`config.mk`:
```
export PLATFORM = sky130hd
export DESIGN_NAME = wdfi_top
export DESIGN_NICKNAME = d
export VERILOG_FILES = /design/src/wdfi_pkg.sv /design/src/wdfi_top.sv /design/src/wdfi_sync.sv /design/src/wdfi_low_timer.sv
export SDC_FILE = /design/constraint.sdc
export NUM_CORES = 1
export LEC_CHECK = 0
export ABC_AREA = 1
export ABC_CLOCK_PERIOD_IN_PS = 5900
export BUFFER_PORTS_ARGS = -buffer_cell sky130_fd_sc_hd__buf_4
export CORE_MARGIN = 5
export CORE_UTILIZATION = 40
export DETAILED_ROUTE_END_ITERATION = 10
export MAX_ROUTING_LAYER = met4
export PLACE_DENSITY = 0.55
export SYNTH_ARGS = -nofsm -noshare
export SYNTH_HDL_FRONTEND = slang
export SYNTH_HIERARCHICAL = 1
export SYNTH_SLANG_ARGS = --single-unit
export TNS_END_PERCENT = 100
```
`constraint.sdc`:
```
create_clock -name aclk -period 5.9 [get_ports aclk]
set_input_delay 0.59 -clock aclk [delete_from_list [all_inputs] [get_ports aclk]]
set_output_delay 0.59 -clock aclk [all_outputs]
set_load 0.01 [all_outputs]
```
`src/wdfi_pkg.sv`:
```
package wdfi_pkg;
  // Clock and timing figures
  localparam int CLK_NS = 8;
  localparam int TXD_DOM_TIMEOUT_NS = 1000000;
  localparam int BUS_DOM_TIMEOUT_NS = 1000000;
  localparam int INT_MIN_HIGH_NS = 100000;
  localparam int STARTUP_WD_PERIOD_NS = 256000000;
  localparam int WD_BASE_PERIOD_NS = 4000000;
  localparam int RST_PULSE_NS = 2000000;
  // Least times round up to whole cycles
  localparam int TXD_DOM_CYC = (TXD_DOM_TIMEOUT_NS + CLK_NS - 1) / CLK_NS;
  localparam int BUS_DOM_CYC = (BUS_DOM_TIMEOUT_NS + CLK_NS - 1) / CLK_NS;
  localparam int INT_MIN_HIGH_CYC = (INT_MIN_HIGH_NS + CLK_NS - 1) / CLK_NS;
  localparam int STARTUP_WD_CYC = STARTUP_WD_PERIOD_NS / CLK_NS;
  localparam int WD_BASE_CYC = WD_BASE_PERIOD_NS / CLK_NS;
  localparam int RST_PULSE_CYC = (RST_PULSE_NS + CLK_NS - 1) / CLK_NS;
  localparam int STARTUP_TRIES = 3;

  // Register byte offsets
  localparam logic [7:0] OFS_CTRL = 8'h00;
  localparam logic [7:0] OFS_WD_TRIG = 8'h04;
  localparam logic [7:0] OFS_INT_TOP = 8'h08;
  localparam logic [7:0] OFS_INT_BUS = 8'h0C;
  localparam logic [7:0] OFS_INT_TEMP = 8'h10;
  localparam logic [7:0] OFS_INT_SUP = 8'h14;
  localparam logic [7:0] OFS_BUS_STAT = 8'h18;
  localparam logic [7:0] OFS_FAULT = 8'h1C;
  localparam logic [7:0] OFS_TEMP_STAT = 8'h20;
  localparam logic [7:0] OFS_SUP_STAT = 8'h24;
  localparam logic [7:0] OFS_RST_REASON = 8'h28;
  localparam logic [7:0] OFS_WD_STAT = 8'h2C;

  // Control field positions
  localparam int CTRL_MODE_LSB = 0;
  localparam int CTRL_WIN_LSB = 4;
  localparam int CTRL_TOUT_LSB = 8;
  localparam logic [2:0] WIN_SEL_RST = 3'h0;
  localparam logic [2:0] TOUT_SEL_RST = 3'h0;

  // Reset reason bits
  localparam int RR_STARTUP = 0;
  localparam int RR_EARLY = 1;
  localparam int RR_LATE = 2;
  localparam int RR_TIMEOUT = 3;
  localparam int RR_EXT = 4;
  localparam logic [4:0] RR_RST = 5'h10;

  localparam logic [1:0] RESP_OKAY = 2'h0;
  localparam logic [1:0] RESP_SLVERR = 2'h2;

  typedef enum logic [1:0] {
    MODE_NORMAL = 2'b00,
    MODE_STANDBY = 2'b01,
    MODE_SLEEP = 2'b10,
    MODE_RX_ONLY = 2'b11
  } wdfi_mode_t;

  typedef enum logic [2:0] {
    WD_STARTUP = 3'b000,
    WD_WINDOW = 3'b001,
    WD_TIMEOUT = 3'b010,
    WD_RESET = 3'b011,
    WD_OFF = 3'b100
  } wdfi_wd_state_t;
endpackage

```
`src/wdfi_top.sv`:
```
// Implementation choices: the address map and the AXI4-Lite slave port.
`timescale 1ns/1ns
`default_nettype none
module wdfi_top
  import wdfi_pkg::*;
#(
  parameter int TXD_DOM_CYCLES = wdfi_pkg::TXD_DOM_CYC,
  parameter int BUS_DOM_CYCLES = wdfi_pkg::BUS_DOM_CYC,
  parameter int INT_HIGH_CYCLES = wdfi_pkg::INT_MIN_HIGH_CYC,
  parameter int STARTUP_CYCLES = wdfi_pkg::STARTUP_WD_CYC,
  parameter int WD_BASE_CYCLES = wdfi_pkg::WD_BASE_CYC,
  parameter int RST_CYCLES = wdfi_pkg::RST_PULSE_CYC,
  parameter int SUP_FLAGS = 4
) (
  // Clock and reset
  input wire logic aclk,
  input wire logic aresetn,
  // AXI4-Lite write address and data
  input wire logic [7:0] awaddr,
  input wire logic [2:0] awprot,
  input wire logic awvalid,
  output logic awready,
  input wire logic [31:0] wdata,
  input wire logic [3:0] wstrb,
  input wire logic wvalid,
  output logic wready,
  // AXI4-Lite write response
  output logic [1:0] bresp,
  output logic bvalid,
  input wire logic bready,
  // AXI4-Lite read
  input wire logic [7:0] araddr,
  input wire logic [2:0] arprot,
  input wire logic arvalid,
  output logic arready,
  output logic [31:0] rdata,
  output logic [1:0] rresp,
  output logic rvalid,
  input wire logic rready,
  // Transceiver side pins
  input wire logic txd_in,
  input wire logic rxd_in,
  output logic tx_enable,
  // Flag sources; supply bit 0 is first_regulator_output undervoltage
  input wire logic [1:0] temp_flag_in,
  input wire logic [SUP_FLAGS-1:0] supply_uv_in,
  // System outputs
  output logic reset_out_n,
  output logic interrupt_out_n,
  output logic [1:0] op_mode
);
  initial begin
    if (SUP_FLAGS < 1 || SUP_FLAGS > 8) $error("wdfi_top: SUP_FLAGS out of 1..8");
    if (WD_BASE_CYCLES < 2 || WD_BASE_CYCLES > 16000000) $error("wdfi_top: bad WD_BASE_CYCLES");
    if (STARTUP_CYCLES < 1 || RST_CYCLES < 1 || INT_HIGH_CYCLES < 1) $error("wdfi_top: bad count");
    if (INT_HIGH_CYCLES > 65535) $error("wdfi_top: INT_HIGH_CYCLES exceeds the hold timer");
  end

  // Synchronised inputs
  logic txd_s;
  logic rxd_s;
  logic [1:0] temp_s;
  logic [SUP_FLAGS-1:0] sup_s;
  logic txd_held;
  logic bus_held;

  wdfi_sync #(.WIDTH(2)) u_sync_link (
    .aclk(aclk),
    .aresetn(aresetn),
    .async_in({txd_in, rxd_in}),
    .sync_out({txd_s, rxd_s})
  );

  wdfi_sync #(.WIDTH(2 + SUP_FLAGS)) u_sync_flags (
    .aclk(aclk),
    .aresetn(aresetn),
    .async_in({temp_flag_in, supply_uv_in}),
    .sync_out({temp_s, sup_s})
  );

  wdfi_low_timer #(.LIMIT(TXD_DOM_CYCLES)) u_txd_timer (
    .aclk(aclk),
    .aresetn(aresetn),
    .level_in(txd_s),
    .held(txd_held)
  );

  wdfi_low_timer #(.LIMIT(BUS_DOM_CYCLES)) u_bus_timer (
    .aclk(aclk),
    .aresetn(aresetn),
    .level_in(rxd_s),
    .held(bus_held)
  );

  // Bus handshakes: write address and data are taken together
  logic wr_go;
  logic rd_go;
  logic [31:0] wmask;
  logic [31:0] wval;
  assign wr_go = awvalid & wvalid & ~bvalid;
  assign awready = wr_go;
  assign wready = wr_go;
  assign rd_go = arvalid & ~rvalid;
  assign arready = rd_go;
  assign wmask = {{8{wstrb[3]}}, {8{wstrb[2]}}, {8{wstrb[1]}}, {8{wstrb[0]}}};
  assign wval = wdata & wmask;

  // Write and read decode
  logic wr_ctrl;
  logic wr_trig;
  logic wr_ibus;
  logic wr_itemp;
  logic wr_isup;
  logic wr_hit;
  logic rd_fault;
  logic rd_reason;
  assign wr_ctrl = wr_go && awaddr == OFS_CTRL;
  assign wr_trig = wr_go && awaddr == OFS_WD_TRIG;
  assign wr_ibus = wr_go && awaddr == OFS_INT_BUS;
  assign wr_itemp = wr_go && awaddr == OFS_INT_TEMP;
  assign wr_isup = wr_go && awaddr == OFS_INT_SUP;
  assign wr_hit = wr_ctrl | wr_trig | wr_ibus | wr_itemp | wr_isup;
  assign rd_fault = rd_go && araddr == OFS_FAULT;
  assign rd_reason = rd_go && araddr == OFS_RST_REASON;

  // Local failure state
  logic tx_block;
  logic short_flag;
  logic dclamp_flag;
  logic bclamp_flag;
  logic txd_held_d;
  logic bus_held_d;
  logic txd_trip;
  logic bus_trip;
  logic short_trip;
  assign txd_trip = txd_held & ~txd_held_d;
  assign bus_trip = bus_held & ~bus_held_d;
  // A trip with receive also dominant is told apart as a short
  assign short_trip = txd_trip & ~rxd_s;
  assign tx_enable = ~tx_block;

  // Transmitter lock and short tracking; op_mode is not touched here
  always_ff @(posedge aclk) begin
    if (!aresetn) begin
      txd_held_d <= 1'b0;
      bus_held_d <= 1'b0;
      tx_block <= 1'b0;
      short_flag <= 1'b0;
    end else begin
      txd_held_d <= txd_held;
      bus_held_d <= bus_held;
      if (txd_trip) begin
        tx_block <= 1'b1;
        short_flag <= short_trip;
      end else if (short_flag && !txd_s) begin
        short_flag <= ~rxd_s;
      end else if (!short_flag && txd_s) begin
        tx_block <= 1'b0;
      end
    end
  end

  // Clear-on-read clamp flags; a trip in the read cycle survives
  always_ff @(posedge aclk) begin
    if (!aresetn) begin
      dclamp_flag <= 1'b0;
      bclamp_flag <= 1'b0;
    end else begin
      dclamp_flag <= (dclamp_flag & ~rd_fault) | (txd_trip & ~short_trip);
      bclamp_flag <= (bclamp_flag & ~rd_fault) | bus_trip;
    end
  end

  // Control register
  logic [1:0] mode;
  logic [2:0] win_sel;
  logic [2:0] tout_sel;
  logic go_sleep;
  logic win_open;
  logic [1:0] next_mode;
  assign next_mode = go_sleep ? MODE_SLEEP :
    wr_ctrl && wstrb[0] ? wdata[CTRL_MODE_LSB +: 2] : mode;
  assign op_mode = mode;

  always_ff @(posedge aclk) begin
    if (!aresetn) begin
      mode <= MODE_NORMAL;
      win_sel <= WIN_SEL_RST;
      tout_sel <= TOUT_SEL_RST;
    end else begin
      mode <= next_mode;
      if (wr_ctrl && wstrb[0] && win_open) begin
        win_sel <= wdata[CTRL_WIN_LSB +: 3];
      end
      if (wr_ctrl && wstrb[1]) begin
        tout_sel <= wdata[CTRL_TOUT_LSB +: 3];
      end
    end
  end

  // Watchdog timing
  wdfi_wd_state_t wd_state;
  wdfi_wd_state_t next_wd_state;
  logic [31:0] wd_cnt;
  logic [31:0] next_wd_cnt;
  logic [1:0] fails;
  logic [1:0] next_fails;
  logic [3:0] fire_cause;
  logic [31:0] win_period;
  logic [31:0] tout_period;
  logic uv_first;
  assign win_period = 32'(WD_BASE_CYCLES) << win_sel;
  assign tout_period = 32'(WD_BASE_CYCLES) << tout_sel;
  assign uv_first = sup_s[0];
  // Outside window mode the period may be changed freely
  assign win_open = wd_state != WD_WINDOW || wd_cnt >= (win_period >> 1);

  always_comb begin
    next_wd_state = wd_state;
    next_wd_cnt = uv_first ? wd_cnt : wd_cnt + 32'h1;
    next_fails = fails;
    fire_cause = 4'h0;
    go_sleep = 1'b0;
    unique case (wd_state)
      WD_STARTUP: begin
        if (wr_trig) begin
          next_fails = 2'h0;
          next_wd_cnt = 32'h0;
          if (mode == MODE_NORMAL) begin
            next_wd_state = WD_WINDOW;
          end else if (mode == MODE_STANDBY) begin
            next_wd_state = WD_TIMEOUT;
          end
        end else if (!uv_first && wd_cnt >= 32'(STARTUP_CYCLES - 1)) begin
          next_wd_cnt = 32'h0;
          if (fails == 2'(STARTUP_TRIES - 1)) begin
            next_fails = 2'h0;
            go_sleep = 1'b1;
            next_wd_state = WD_OFF;
          end else begin
            next_fails = fails + 2'h1;
            fire_cause[RR_STARTUP] = 1'b1;
            next_wd_state = WD_RESET;
          end
        end
      end
      WD_WINDOW: begin
        if (mode == MODE_STANDBY) begin
          next_wd_state = WD_TIMEOUT;
          next_wd_cnt = 32'h0;
        end else if (wr_trig && !win_open) begin
          fire_cause[RR_EARLY] = 1'b1;
          next_wd_state = WD_RESET;
          next_wd_cnt = 32'h0;
        end else if (wr_trig) begin
          next_wd_cnt = 32'h0;
        end else if (!uv_first && wd_cnt >= win_period - 32'h1) begin
          fire_cause[RR_LATE] = 1'b1;
          next_wd_state = WD_RESET;
          next_wd_cnt = 32'h0;
        end
      end
      WD_TIMEOUT: begin
        if (mode == MODE_NORMAL) begin
          next_wd_state = WD_WINDOW;
          next_wd_cnt = 32'h0;
        end else if (wr_trig) begin
          next_wd_cnt = 32'h0;
        end else if (!uv_first && wd_cnt >= tout_period - 32'h1) begin
          fire_cause[RR_TIMEOUT] = 1'b1;
          next_wd_state = WD_RESET;
          next_wd_cnt = 32'h0;
        end
      end
      WD_RESET: begin
        next_wd_cnt = wd_cnt + 32'h1;
        if (wd_cnt >= 32'(RST_CYCLES - 1)) begin
          next_wd_state = WD_STARTUP;
          next_wd_cnt = 32'h0;
        end
      end
      WD_OFF: begin
        next_wd_cnt = 32'h0;
        if (mode != MODE_SLEEP) begin
          next_wd_state = WD_STARTUP;
        end
      end
      default: begin
        next_wd_state = WD_STARTUP;
        next_wd_cnt = 32'h0;
      end
    endcase
  end

  always_ff @(posedge aclk) begin
    if (!aresetn) begin
      wd_state <= WD_STARTUP;
      wd_cnt <= 32'h0;
      fails <= 2'h0;
      reset_out_n <= 1'b1;
    end else begin
      wd_state <= next_wd_state;
      wd_cnt <= next_wd_cnt;
      fails <= next_fails;
      reset_out_n <= next_wd_state != WD_RESET;
    end
  end

  // Reset reason: cause latched as reset falls, read clears, new cause wins
  logic [4:0] reason;
  always_ff @(posedge aclk) begin
    if (!aresetn) begin
      reason <= RR_RST;
    end else if (|fire_cause) begin
      reason <= {1'b0, fire_cause};
    end else if (rd_reason) begin
      reason <= 5'h00;
    end
  end

  // Interrupt sources: edges of flags, write-one-to-clear
  logic [2:0] src_bus;
  logic [1:0] src_temp;
  logic [SUP_FLAGS-1:0] src_sup;
  logic [1:0] temp_d;
  logic [SUP_FLAGS-1:0] sup_d;
  logic [2:0] ev_bus;
  logic [1:0] ev_temp;
  logic [SUP_FLAGS-1:0] ev_sup;
  logic [2:0] top;
  logic src_cleared;
  logic [15:0] hold_cnt;
  assign ev_bus = {bus_trip, short_trip, txd_trip & ~short_trip};
  assign ev_temp = temp_s & ~temp_d;
  assign ev_sup = sup_s & ~sup_d;
  assign top = {|src_sup, |src_temp, |src_bus};
  assign src_cleared = (wr_ibus && |(wval[2:0] & src_bus)) ||
    (wr_itemp && |(wval[1:0] & src_temp)) ||
    (wr_isup && |(wval[SUP_FLAGS-1:0] & src_sup));
  // High for the minimum time after a clear, then low if anything pends
  assign interrupt_out_n = ~(|top) || hold_cnt != 16'h0;

  always_ff @(posedge aclk) begin
    if (!aresetn || !reset_out_n) begin
      src_bus <= 3'h0;
      src_temp <= 2'h0;
      src_sup <= '0;
    end else begin
      src_bus <= (src_bus & ~(wr_ibus ? wval[2:0] : 3'h0)) | ev_bus;
      src_temp <= (src_temp & ~(wr_itemp ? wval[1:0] : 2'h0)) | ev_temp;
      src_sup <= (src_sup & ~(wr_isup ? wval[SUP_FLAGS-1:0] : '0)) | ev_sup;
    end
  end

  // Edge history and minimum high timer; 16 bits hold the longest figure
  always_ff @(posedge aclk) begin
    if (!aresetn) begin
      temp_d <= 2'h3; // Matches the synchroniser's reset level, so release shows no false edge
      sup_d <= '1;
      hold_cnt <= 16'h0;
    end else begin
      temp_d <= temp_s;
      sup_d <= sup_s;
      if (src_cleared) begin
        hold_cnt <= 16'(INT_HIGH_CYCLES);
      end else if (hold_cnt != 16'h0) begin
        hold_cnt <= hold_cnt - 16'h1;
      end
    end
  end

  // Read mux; only reads of the fault and reset reason registers carry side effects (clear on read)
  logic [31:0] rd_val;
  logic rd_hit;
  assign rd_hit = araddr <= OFS_WD_STAT && araddr[1:0] == 2'h0;
  always_comb begin
    rd_val = 32'h0;
    unique case (araddr)
      OFS_CTRL: rd_val = {21'h0, tout_sel, 1'b0, win_sel, 2'h0, mode};
      OFS_INT_TOP: rd_val = {29'h0, top};
      OFS_INT_BUS: rd_val = {29'h0, src_bus};
      OFS_INT_TEMP: rd_val = {30'h0, src_temp};
      OFS_INT_SUP: rd_val = 32'(src_sup);
      OFS_BUS_STAT: rd_val = {28'h0, tx_block, ~bus_held, ~txd_held, rxd_s};
      OFS_FAULT: rd_val = {29'h0, short_flag, bclamp_flag, dclamp_flag};
      OFS_TEMP_STAT: rd_val = {30'h0, temp_s};
      OFS_SUP_STAT: rd_val = 32'(sup_s);
      OFS_RST_REASON: rd_val = {27'h0, reason};
      OFS_WD_STAT: rd_val = {26'h0, fails, 1'b0, wd_state};
      default: rd_val = 32'h0;
    endcase
  end

  // Bus response registers
  always_ff @(posedge aclk) begin
    if (!aresetn) begin
      bvalid <= 1'b0;
      bresp <= RESP_OKAY;
      rvalid <= 1'b0;
      rresp <= RESP_OKAY;
      rdata <= 32'h0;
    end else begin
      if (wr_go) begin
        bvalid <= 1'b1;
        bresp <= wr_hit ? RESP_OKAY : RESP_SLVERR;
      end else if (bready) begin
        bvalid <= 1'b0;
      end
      if (rd_go) begin
        rvalid <= 1'b1;
        rresp <= rd_hit ? RESP_OKAY : RESP_SLVERR;
        rdata <= rd_val;
      end else if (rready) begin
        rvalid <= 1'b0;
      end
    end
  end
endmodule
`default_nettype wire

```
`src/wdfi_sync.sv`:
```
`timescale 1ns/1ns
`default_nettype none
module wdfi_sync #(
  parameter int WIDTH = 1
) (
  // Clock and reset
  input wire logic aclk,
  input wire logic aresetn,
  // Async in, filtered out
  input wire logic [WIDTH-1:0] async_in,
  output logic [WIDTH-1:0] sync_out
);
  logic [WIDTH-1:0] s1;
  logic [WIDTH-1:0] s2;
  logic [WIDTH-1:0] s3;
  logic [WIDTH-1:0] agree;

  // A change counts only once stages two and three agree
  assign agree = ~(s2 ^ s3);

  // Three-flop chain; s1 feeds s2 and nothing else
  always_ff @(posedge aclk) begin
    if (!aresetn) begin
      s1 <= '1;
      s2 <= '1;
      s3 <= '1;
      sync_out <= '1;
    end else begin
      s1 <= async_in;
      s2 <= s1;
      s3 <= s2;
      sync_out <= (s2 & agree) | (sync_out & ~agree);
    end
  end
endmodule
`default_nettype wire

```
`src/wdfi_low_timer.sv`:
```
`timescale 1ns/1ns
`default_nettype none
module wdfi_low_timer #(
  parameter int LIMIT = 16
) (
  // Clock and reset
  input wire logic aclk,
  input wire logic aresetn,
  // Watched level, dominant when low
  input wire logic level_in,
  output logic held
);
  logic [31:0] cnt;

  initial begin
    if (LIMIT < 1) $error("wdfi_low_timer: LIMIT must be at least 1");
  end

  // Counts low cycles; held stays up until the level returns high
  always_ff @(posedge aclk) begin
    if (!aresetn || level_in) begin
      cnt <= 32'h0;
      held <= 1'b0;
    end else if (!held) begin
      cnt <= cnt + 32'h1;
      held <= (cnt >= 32'(LIMIT - 1));
    end
  end
endmodule
`default_nettype wire

```
# ---- Word-level counts from Yosys, hierarchy flattened
# Index checks and enable logic that the tools add are counted.
dict set report classes {
  add_sub_neg 7
  mul 0
  div 0
  n_lt_le_gt_ge 8
  eq_ne 24
  shift 2
  mux 71
  bitwise_logic 56
  n_reduce_logical 59
}
# operator n
set ops {}
lappend ops {{$mux 32} 11}
lappend ops {{$pmux 32 s4} 1}
lappend ops {{$pmux 11 s11} 1}
lappend ops {{$add 32x1->32 const B} 3}
lappend ops {{$ge 32x17->1 const B} 2}
lappend ops {{$ge 32x32->1} 2}
lappend ops {{$shl 19x3->32 const A} 2}
lappend ops {{$sub 32x1->32 const B} 2}
lappend ops {{$eq 8x5->1 const B} 6}
lappend ops {{$mux 3} 15}
lappend ops {{$eq 8x6->1 const B} 4}
lappend ops {{$ge 32x18->1 const B} 1}
lappend ops {{$ge 32x25->1 const B} 1}
lappend ops {{$ge 32x31->1} 1}
lappend ops {{$mux 14} 2}
lappend ops {{$mux 1} 27}
lappend ops {{$eq 8x4->1 const B} 3}
lappend ops {{$logic_and 1x1->1} 20}
lappend ops {{$mux 2} 10}
lappend ops {{$and 4x4->4} 4}
lappend ops {{$logic_not 8->1} 2}
lappend ops {{$reduce_bool 16->1} 1}
lappend ops {{$reduce_bool 2->1} 8}
lappend ops {{$sub 16x1->16 const B} 1}
lappend ops {{39 further kinds} 97}
dict set report word_totals {
  register_bits 224
  latch_bits 0
  mem_bits_rw 0
  romBits 0
  input_bits 73
  elab_cells 266
  mem_count 0
}

# ---- Longest topological paths before layout
# Gate-level depths: netlist of run 1.
dict set report logic_depth {
  ltp_word 11
  ltp_mapped 27
  ltp_nobuf 27
}

# ---- Modules after synthesis
# The synthesis of run 1 kept the hierarchy.
# mod instances cells_each area_per_inst_um2 seq_area_each_um2
set modules_own_cells {}
lappend modules_own_cells {wdfi_top 1 1454 9232.6 2042.0}
lappend modules_own_cells {wdfi_low_timer 2 325 2094.5 660.6}
lappend modules_own_cells {{wdfi_sync at u_sync_flags} 1 104 802.0 480.5}
lappend modules_own_cells {{wdfi_sync at u_sync_link} 1 34 276.5 160.2}

# ---- Worst setup path after synthesis of run 1
# Ideal clock, no wire load.
dict set report synth_path {
  kind {reg-to-reg}
  from {register win_sel[0]}
  to {register wd_cnt[8]}
  setup_ns 0.069
  arrival_time_ns 3.555
  required_time_ns 5.831
  setup_slack_ns 2.277
  path_stages_with_launch 27
  n_path_buf 1
  path_cell_list {dfxtp_1 > clkinv_1 > ha_1 > inv_1 > nor2_1 > nor3_4 > nand4_1 > or2_1 > nand2_1 > nand3_2 > nand3b_4 > xor2_1 > ha_1 > nand2_1 > inv_1 > nand2_1 > nand2_1 > nand2_1 > nand2_1 > a21oi_1 > nand2_1 > nand2_1 > inv_1 > o211ai_4 > buf_6 > nand2_1 > a21oi_2}
}
dict set report synth_via {
  elab_chain_cells 9
}
# item line_no
set synth_lines {}
lappend synth_lines {{start, declared} wdfi_top.sv:176} ;# logic [2:0] win_sel;
lappend synth_lines {{start signal, assigned} wdfi_top.sv:193} ;# win_sel <= wdata[CTRL_WIN_LSB +: 3];
lappend synth_lines {{$shl 19x3->32 *} wdfi_top.sv:212} ;# assign win_period = 32'(WD_BASE_CYCLES) << win_sel;
lappend synth_lines {{$sub 32x1->32} wdfi_top.sv:257} ;# end else if (!uv_first && wd_cnt >= win_period - 32'h1) begin
lappend synth_lines {{$ge 32x32->1} wdfi_top.sv:257}
lappend synth_lines {{$logic_and 1x1->1} wdfi_top.sv:257}
lappend synth_lines {{$mux 32} wdfi_top.sv:257}
lappend synth_lines {{$mux 32} wdfi_top.sv:255} ;# end else if (wr_trig) begin
lappend synth_lines {{$mux 32 *} wdfi_top.sv:251} ;# end else if (wr_trig && !win_open) begin
lappend synth_lines {{$mux 32 *} wdfi_top.sv:248} ;# if (mode == MODE_STANDBY) begin
lappend synth_lines {{$pmux 32 s4 *} wdfi_top.sv:224} ;# unique case (wd_state)
lappend synth_lines {{end signal, assigned} wdfi_top.sv:303} ;# wd_cnt <= next_wd_cnt;
lappend synth_lines {{end, declared} wdfi_top.sv:204} ;# logic [31:0] wd_cnt;
# Mark *: on every way between the ends. The rest lies on a longest branch, timed or not.
# A chain may end at the register's enable or synchronous reset.

# ---- Worst setup path after layout of run 1
dict set report layout_path {
  from {register win_sel[0]}
  to {register wd_cnt[7]}
}
# Same word-level chain as after synthesis.

==> flow_summary.yaml, run 1 <==
yosys:
  yosysTopAreaCellShare_pct: 27.6
  synth_seq_area_share_pct: 27.6
  synth-edff-count: 0
  synth_flop_cell: "dfxtp_1"
  syn_inst: 2242
  ys_top_cells_by_area: "dfxtp_1 (28%), nand2_1 (16%), inv_1 (7.9%)"
  syn-cell-area_um2: 14500
  synth_common_cells: "nand2_1 (599), inv_1 (304), nor2_1 (276)"
  yosys_warnings: 6
  synth_cell_type_count: 61
  ys_async_sr_fraction_pct: 0
  ys_seq_elements: 200
  synth_most_common_cell: "nand2_1"
  synth_area_leader_cell: "dfxtp_1"
  avgSynthCellArea_um2: 6.47
critical_path:
  arrival_ns: 5.31
  critPathTopFamily: "simple AND/OR/NAND/NOR gates"
  critical_path.endpoint_type: "flip-flop"
  slowest_delay_ns: 0.76
  crit_buf_inv: 3
  crit_slowest_cell: "o211ai_4"
  cp.required_ns: 6.27
  critical_path_class: "flip-flop to flip-flop"
  critPathMostFrequentCell: "nand2_1"
  path_cells: "clkinv_1 -> ha_1 -> inv_1 -> nor2_1 -> nor3_4 -> nand4_1 -> or2_1 -> nand2_1 -> nand3_2 -> nand3b_4 -> xor2_1 -> ha_1 -> a21oi_1 -> nand2_1 -> nand2_1 -> nand2_1 -> a21oi_1 -> nand2_1 -> nand2_1 -> inv_1 -> o211ai_4 -> nand2_1 -> a21oi_2"
  worst-path-max-fanout: 32
  startpoint_type: "flip-flop"
cts:
  htree_levels: 4
  cts_tree: "done"
  numCtsBuffers: 17
  cts_buffer_depth: 2
  cts_setup_buffers: 0
  path_clk_slew_ns: 0.08
  cts-resized-gates: 0
  cts_root_buf: "clkbuf_16"
  insertion_delay_ns: 0.45
  clock_sinks: 200
  cts_hold_buf: 0
timing:
  max_slew_margin_pct: 35.9
  hold_ws_ns: 0.314
  min_period_over_period_pct: 83.7
  rsz0062_at_grt: "false"
  min_period_ns: 4.94
  fin_setup_tns_ns: 0
  max_freq_mhz: 202
  worst_slew_pin_slew_ns: 0.957
  final_max_slew_viol_count: 0
  finClkSkew_ns: 0.0121
  finalSetupViolCount: 0
  hold_viol_final: 0
drt:
  viasPerCell: 4.95
  num_vias: 13677
  first_iter_violations: 766
  routed_wirelength_mm: 39.8
  firstDrtPassIters: 6
  wire_per_inst_um: 14.4
  antenna_left: 0
  drc: 0
min_path:
  hold_path_class: "input pin to flip-flop"
floorplan:
  die_h_um: 200
  start_util_pct: 40.7
  die_w_um: 200
  die_area_um2: 40200
  core_um2: 35700
  io_pins: 119
  rows: 69
cells_and_area:
  drive_gt1_share_pct: 10.9
  area_delta_synth_final_pct: 8.98
  layout.nets: 2449
  final_cell_area_um2: 15800
  diodes: 0
  final_util_pct: 44.3
  fill_cells: 3824
grt:
  grtUsageTotal_pct: 20.0
  grt_max_degree: 54
  overflow: 0
  grt_pass1_wl_mm: 64.9
  grt_pass1_vias: 13024
  antenna_found_initial: 0
placement:
  portBuffers: 64
  hpwl_mm: 30.9
  place.gp.congestion: 0.933
  dpl_cell_area_um2: 15200
power_and_ir_drop:
  ir_drop_uv: 197
  p_leak_uw: 0.00711
  power.density_nw_per_um2: 193
job:
  maxCapViolCount: 0
run_status:
  status: "finished clean"
## cell families (layout without fill, tap and decap cells)
family,Yosys count,in the layout,synth area share (%)
xor+xnor,59,59,3.56
compound gates,279,279,10.7
other cells,2,34,0.0518
simple gates,1211,1211,38.5
flops,200,200,27.6
buf+inv,404,432,12.1
fa+ha+maj,87,87,7.51
## state kept, by name (all words and copies together), names as in the netlist, 4 cells and up, named ones only
name and count:
hold_cnt 16, rdata 10, u_sync_flags/s2 6, reason 5, u_sync_flags/s3 6, wd_cnt 32
sup_d 4, src_sup 4, u_txd_timer/cnt 32, u_bus_timer/cnt 32, u_sync_flags/s1 6
## worst register-to-register path: cells and delay by family, from the launching register on
family | cells | cell delay, ns
adders and majority gates | 2 | 0.66
AOI/OAI and AO/OA | 4 | 1.20
xor gates and xnor gates | 1 | 0.15
buffers and inverters | 3 | 0.63
and+or+nand+nor | 13 | 1.80
DFF | 1 | 0.42
## per-stage QoR
stage,cells,worst slack [ns],power [uW]
after global placement,2731,1.12,1930
after CTS,2763,0.971,3100
after floorplan,2274,2.28,1830
final,2763,0.961,3060
after global routing,2763,0.484,3220
after detailed placement,2731,1.02,1940
## layout by cell type, fill, tap and decap left out, drive strengths merged, types with 5 or more instances in the layout
cell type  netlist  layout
a21oi          148     148
clkbuf          18      19
nand4           53      53
nor2           322     322
o21ai           91      91
xor2            48      48
a31oi            5       5
nor4            19      19
xnor2           11      11
inv            323     329
buf             58      72
o22ai            5       5
nor3            52      52
or2             14      14
ha              87      87
dfxtp          200     200
nand3          109     109
nor3b            5       5
nand2          630     630
clkinv           5       8
conb             2      34
a211oi           5       5
## layer usage
| layer | GRT usage, % | share of wire (%) | up-vias |
|---|---|---|---|
| met5 | - | 0 | - |
| met4 | 6.78 | 2.6 | 0 |
| met3 | 2.73 | 4.1 | 54 |
| met2 | 33.7 | 47 | 251 |
| met1 | 24.9 | 46 | 6196 |
| li1 | - | - | 7176 |
## final timing paths
path                                      endpoint  slack, ns  depth (start not counted)         startpoint
worst max-delay path                     wd_cnt[7]       0.96                         23         win_sel[0]
worst min register to register   u_sync_link/s2[1]       0.40                          2  u_sync_link/s1[1]
worst min-delay path            u_sync_flags/s1[3]       0.31                          3    supply_uv_in[3]
worst max register to register           wd_cnt[7]       0.96                         23         win_sel[0]
## power breakdown
part / switching, uW / total (uW) / leakage, uW / internal (uW)
Clock: 576 / 1150 / 0.000270 / 576
Sequential: 48.3 / 1460 / 0.00162 / 1410
Combinational: 281 / 445 / 0.00522 / 163
## cell type report
class	instances	area (um2)	area share [%]
multi-input combinational	1670	8870	56.1
sequential	200	4000	25.3
clock inverter	13	111	0.705
tap	461	577	3.65
clock buffer	19	453	2.87
timing repair buffer	72	541	3.42
inverter	328	1250	7.89
No activity file was read; power rests on OpenSTA's default activity.
==> run 2: changes to the inputs <==
--- a/config.mk
+++ b/config.mk
@@ -5,14 +5,14 @@
 export SDC_FILE = /design/constraint.sdc
 export NUM_CORES = 1
 export LEC_CHECK = 0
-export ABC_AREA = 1
-export ABC_CLOCK_PERIOD_IN_PS = 5900
+export ABC_AREA = 0
+export ABC_CLOCK_PERIOD_IN_PS = 4000
 export BUFFER_PORTS_ARGS = -buffer_cell sky130_fd_sc_hd__buf_4
 export CORE_MARGIN = 5
 export CORE_UTILIZATION = 40
 export DETAILED_ROUTE_END_ITERATION = 10
 export MAX_ROUTING_LAYER = met4
-export PLACE_DENSITY = 0.55
+export PLACE_DENSITY = 0.58
 export SYNTH_ARGS = -nofsm -noshare
 export SYNTH_HDL_FRONTEND = slang
 export SYNTH_HIERARCHICAL = 1
==> constraint.sdc (replaced) <==
create_clock -name aclk -period 4 [get_ports aclk]
set_input_delay 0.4 -clock aclk [delete_from_list [all_inputs] [get_ports aclk]]
set_output_delay 0.4 -clock aclk [all_outputs]
set_load 0.01 [all_outputs]
==> flow_summary.yaml, run 2 <==
drt:
  wire_per_inst_um: 16.1
  first_iter_violations: 764
  firstDrtPassIters: 5
  drc: 0
  viasPerCell: 5.58
  num_vias: 11478
  routed_wirelength_mm: 33.0
  antenna_left: 0
cells_and_area:
  final_cell_mix: "dfxtp_1 (196), buf_4 (154), nor2_1 (136)"
  diodes: 0
  area_delta_synth_final_pct: 19.8
  final_cell_area_um2: 15100
  layout.nets: 1801
  final_util_pct: 48.2
  final_common_cell: "dfxtp_1"
  drive_gt1_share_pct: 20.3
  reg_top3: "u_bus_timer/cnt x32, u_txd_timer/cnt x32, wd_cnt x32"
cts:
  cts_tree: "done"
  cts_buffer_depth: 2
  cts_hold_buf: 0
  cts_root_buf: "clkbuf_16"
  htree_levels: 4
  insertion_delay_ns: 0.43
  clock_sinks: 200
  path_clk_slew_ns: 0.08
  numCtsBuffers: 17
min_path:
  holdPathEnd: "u_sync_flags/s1[0]"
  hold_path_class: "input pin to flip-flop"
  min_from: "supply_uv_in[0]"
  worstHoldPathCells: 2
power_and_ir_drop:
  power.density_nw_per_um2: 293
  p_leak_uw: 0.00564
  ir_drop_uv: 342
timing:
  worst_slack_ns: 0.103
  min_period_ns: 3.90
  hold_viol_final: 0
  final_max_slew_viol_count: 0
  rsz0062_at_grt: "true"
  finalSetupViolCount: 0
  worst_slew_pin_slew_ns: 0.885
  max_freq_mhz: 257
  min_period_over_period_pct: 97.4
  max_slew_margin_pct: 40.5
  finClkSkew_ns: 0.0145
floorplan:
  rows: 65
  start_util_pct: 40.3
  core_um2: 31300
  die_h_um: 188
  die_area_um2: 35200
  io_pins: 119
  die_w_um: 188
yosys:
  syn_inst: 1531
  synth_flop_cell: "dfxtp_1"
  ys_top_cells_by_area: "dfxtp_1 (32%), ha_1 (8.6%), nor2_1 (4.7%)"
  synth_area_leader_cell: "dfxtp_1"
  synth_cell_type_count: 87
  ys_seq_elements: 200
  yosys_warnings: 6
  yosysTopAreaCellShare_pct: 31.8
  avgSynthCellArea_um2: 8.24
  synth_most_common_cell: "dfxtp_1"
  ys_async_sr_fraction_pct: 0
  synth_seq_area_share_pct: 31.8
  syn-cell-area_um2: 12600
  synth-edff-count: 0
  synth_common_cells: "dfxtp_1 (200), nor2_1 (157), a21oi_1 (116)"
critical_path:
  cp.required_ns: 4.34
  r2r_cells: 20
  reg2reg_slack_ns: 0.10
  critPathMostFrequentCell: "nor2_4"
  critical_path.endpoint_type: "flip-flop"
  slowest_delay_ns: 0.56
  critical_path_class: "flip-flop to flip-flop"
  crit_slowest_cell: "or4_4"
  r2r_end: "wd_cnt[16]"
  worst-path-max-fanout: 8
  startpoint_type: "flip-flop"
  arrival_ns: 4.24
  r2r_start: "tout_sel[0]"
  path_cells: "inv_6 -> ha_4 -> or3_4 -> nor2_4 -> a21boi_2 -> buf_4 -> nor3_4 -> nor2_2 -> nor3_2 -> mux2i_1 -> o22ai_1 -> ha_2 -> a21oi_2 -> o21ai_1 -> o2bb2ai_1 -> or4_4 -> nor2_4 -> o21ai_4 -> a31o_4 -> a311oi_1"
grt:
  grt_max_degree: 33
  grt_pass1_vias: 10573
  overflow: 0
  grt_pass1_wl_mm: 53.0
  grtUsageTotal_pct: 18.3
  antenna_found_initial: 0
job:
  maxCapViolCount: 0
run_status:
  status: "finished clean"
placement:
  place.gp.congestion: 0.891
  dpl_cell_area_um2: 13800
  portBuffers: 64
  hpwl_mm: 24.1
  place_ws_ns: -0.293
-- run 2: changes by cell type after synthesis, sizes merged, moves of 22 or more --
cell,before,now
nand2b,0,70
or3,0,32
o41ai,0,22
and3,1,24
nor2,322,158
mux2i,0,27
a21oi,148,116
nand3,109,52
nand2,630,107
inv,323,44
clkbuf,18,49
xnor2,11,35
-- run 2: kinds of logic after synthesis --
kind of cell,Yosys count,share of synthesized area [%]
buffers and inverters,148,5.82
other,2,0.0596
AOI/OAI and AO/OA,355,19.0
DFF,200,31.8
muxes,35,2.95
adders and majority gates,87,8.63
xor gates and xnor gates,67,4.65
and+or+nand+nor,637,27.2
-- run 2: stage by stage --
stage,instances,power (uW),hold slack (ns),TNS [ns]
after floorplan,1563,2520,0.385,0
after global placement,2009,2620,0.390,-3.93
after detailed placement,2009,2620,0.401,-7.56
after CTS,2045,4480,0.124,0
after global routing,2056,4630,0.125,-0.887
final,2056,4430,0.142,0
-- run 2: critical path: cells and delay by family, from the launching register on --
| kind | cells | cell delay [ns] |
|---|---|---|
| compound gates | 8 | 1.10 |
| fa+ha+maj | 2 | 0.35 |
| flops | 1 | 0.41 |
| mux | 1 | 0.20 |
| simple gates | 7 | 1.54 |
| buf+inv | 2 | 0.20 |
-- run 2: metal layers --
layer	share of wire (%)	up-vias	track usage, %	routed length (um)
met5	0	-	-	0
met2	49	199	30.8	16200
li1	-	5759	-	-
met1	47	5496	23.8	15400
met4	1.2	0	3.87	391
met3	3.3	24	2.49	1110
-- run 2: timing repair --
item,4_1_cts,5_1_grt
pin swaps,12,49
cloned,1,1
setup buffers,3,11
endpoints found under the setup margin,38,39
resized for setup,28,88
-- run 2: how the worst max path moves through the flow --
| stage | from | to | cells past startpoint |
|---|---|---|---|
| global route | tout_sel[0] | wd_cnt[6] | 20 |
| global placement | tout_sel[0] | wd_cnt[13] | 19 |
| finish | tout_sel[0] | wd_cnt[16] | 20 |
| floorplan | tout_sel[0] | reason[1] | 21 |
| detailed placement | tout_sel[0] | wd_cnt[11] | 19 |
| CTS | win_sel[0] | reason[1] | 18 |
-- run 2: power breakdown --
part,total [uW],internal [uW],leakage (uW),switching [uW]
combinational,479,209,0.00371,270
sequential,2110,2050,0.00162,55.5
clock,1840,983,0.000311,858
-- run 2: layout make-up --
| class | instances | area, um2 |
|---|---|---|
| fillers | 3004 | 16200 |
| multi-input cells | 1216 | 8490 |
| flip-flops and latches | 200 | 4020 |
| repair buffers | 161 | 1270 |
| well taps | 402 | 503 |
| clock buffers | 18 | 439 |
| clock inverters | 14 | 200 |
| inverters | 45 | 189 |
==> run 3: changes to the inputs <==
--- a/config.mk
+++ b/config.mk
@@ -8,11 +8,13 @@
 export ABC_AREA = 0
 export ABC_CLOCK_PERIOD_IN_PS = 4000
 export BUFFER_PORTS_ARGS = -buffer_cell sky130_fd_sc_hd__buf_4
+export CELL_PAD_IN_SITES_DETAIL_PLACEMENT = 0
+export CELL_PAD_IN_SITES_GLOBAL_PLACEMENT = 1
 export CORE_MARGIN = 5
 export CORE_UTILIZATION = 40
 export DETAILED_ROUTE_END_ITERATION = 10
 export MAX_ROUTING_LAYER = met4
-export PLACE_DENSITY = 0.58
+export PLACE_DENSITY = 0.73
 export SYNTH_ARGS = -nofsm -noshare
 export SYNTH_HDL_FRONTEND = slang
 export SYNTH_HIERARCHICAL = 1
==> constraint.sdc (replaced) <==
create_clock -name aclk -period 4 [get_ports aclk]
set_input_delay 1 -clock aclk [delete_from_list [all_inputs] [get_ports aclk]]
set_output_delay 1 -clock aclk [all_outputs]
set_load 0.01 [all_outputs]
==> flow_summary.yaml, run 3 (synthesis gave the netlist of run 2 again) <==
drt:
  first_iter_violations: 603
  drc: 0
  routed_wirelength_mm: 34.6
  firstDrtPassIters: 5
  num_vias: 11383
  wire_per_inst_um: 16.8
  viasPerCell: 5.52
  antenna_left: 0
cells_and_area:
  layout.nets: 1807
  final_common_cell: "dfxtp_1"
  final_cells: 2062
  area_delta_synth_final_pct: 19.1
  fill_cells: 3094
  drive_gt1_share_pct: 20.4
  reg_top3: "u_bus_timer/cnt x32, u_txd_timer/cnt x32, wd_cnt x32"
  seqCellArea_um2: 4020
  final_util_pct: 48.0
  multi_input_area_um2: 8400
  diodes: 0
  final_cell_mix: "dfxtp_1 (196), buf_4 (160), nor2_1 (146)"
floorplan:
  die_w_um: 188
  start_util_pct: 40.3
  core_um2: 31300
  die_h_um: 188
  io_pins: 119
  rows: 65
  die_area_um2: 35200
critical_path:
  path_cells: "inv_4 -> ha_4 -> buf_6 -> or3_4 -> nor2_4 -> a21boi_2 -> nor3_2 -> nor2_2 -> nor3_2 -> mux2i_1 -> o22ai_1 -> ha_2 -> a21oi_2 -> o21ai_1 -> o2bb2ai_1 -> or4_4 -> nor2_4 -> o21ai_4 -> a31o_4 -> a311oi_2"
  crit_slowest_cell: "or4_4"
  critical_path_class: "flip-flop to flip-flop"
  worst-path-max-fanout: 8
  startpoint_type: "flip-flop"
  slowest_delay_ns: 0.56
  critical_path.endpoint_type: "flip-flop"
  arrival_ns: 4.34
  cp.required_ns: 4.38
placement:
  hpwl_mm: 25.0
  portBuffers: 64
  dp.cells: 2008
  place_ws_ns: -0.240
  place.gp.congestion: 0.869
timing:
  worst_slew_pin_slew_ns: 0.939
  rsz0062_at_grt: "true"
  hold_viol_final: 0
  final_max_slew_viol_count: 0
  min_period_over_period_pct: 99.1
  min_period_ns: 3.96
  max_freq_mhz: 252
  worst_slack_ns: 0.0351
  hold_ws_ns: 0.412
  max_slew_margin_pct: 36.8
  finalSetupViolCount: 0
  finClkSkew_ns: 0.0177
grt:
  overflow: 0
  grtUsageTotal_pct: 19.6
  grt_pass1_vias: 10822
  grt_pass1_wl_mm: 55.8
  grt-busiest-layer: "met2"
  grt_max_degree: 38
  use_met3_pct: 2.57
  met2_usage_pct: 32.9
  antenna_found_initial: 0
  met1_usage_pct: 25.3
cts:
  insertion_delay_ns: 0.46
  htree_levels: 4
  cts_hold_buf: 0
  numCtsBuffers: 17
  path_clk_slew_ns: 0.10
  cts_root_buf: "clkbuf_16"
  cts_buffer_depth: 2
  cts_tree: "done"
  clock_sinks: 200
power_and_ir_drop:
  power.density_nw_per_um2: 295
  ir_drop_uv: 343
  finalPower_uw: 4430
  p_leak_uw: 0.00567
job:
  maxCapViolCount: 0
run_status:
  status: "finished clean"
min_path:
  hold_path_class: "flip-flop to flip-flop"
==> run 3: changes by cell type in the layout (fill, tap and decap cells not counted), sizes merged <==
cell | previous run | this run
clkinv | 6 | 5
clkbuf | 19 | 17
inv | 51 | 55
bufinv | 2 | 0
buf | 160 | 167
==> run 3: where the power goes <==
part / total (uW) / switching, uW / internal [uW]
registers: 2110 / 53.5 / 2050
logic: 477 / 269 / 208
clock network: 1850 / 969 / 876
==> run 3: final timing paths <==
check,from,end,slack (ns),depth (start not counted)
max,tout_sel[0],wd_cnt[16],0.04,20
min,u_sync_link/s1[0],u_sync_link/s2[0],0.41,1
max reg2reg,tout_sel[0],wd_cnt[16],0.04,20
min reg2reg,u_sync_link/s1[0],u_sync_link/s2[0],0.41,1
==> run 3: layer usage <==
metal / routed length [um] / share of wire, %
met5: 0 / 0
met4: 474 / 1.4
met3: 1120 / 3.2
met1: 16000 / 46
met2: 17100 / 49
==> run 3: critical path: cells and delay by family (launching register included) <==
kind / cells / cell delay, ns
flip-flops: 1 / 0.40
adder cells (fa/ha/maj): 2 / 0.36
buffers and inverters: 2 / 0.17
AND/OR/NAND/NOR: 7 / 1.61
AO/OA/AOI/OAI: 8 / 1.14
multiplexers: 1 / 0.21
==> run 3: area by class of cell <==
| cell class | instances | share of cell area [%] |
|---|---|---|
| multi-input combinational | 1216 | 56.0 |
| clock buffer | 17 | 2.83 |
| sequential | 200 | 26.8 |
| tap | 402 | 3.35 |
| timing repair buffer | 167 | 8.58 |
| clock inverter | 15 | 1.35 |
| inverter | 45 | 1.17 |
==> run 3: through the flow <==
stage                     area [um2]  TNS, ns
after floorplan                12800        0
after global placement         13800    -4.01
after detailed placement       13800    -5.46
final                          15000        0
after CTS                      14700  -0.0245
after global routing           15000    -4.75
==> run 3: repair_timing <==
| action | in CTS | in global routing |
|---|---|---|
| buffers inserted | 9 | 12 |
| cloned | 1 | 0 |
| endpoints found under the setup margin | 39 | 40 |
| pin swaps | 16 | 37 |
| resized for setup | 35 | 61 |
| hold endpoints to repair | 0 | 0 |
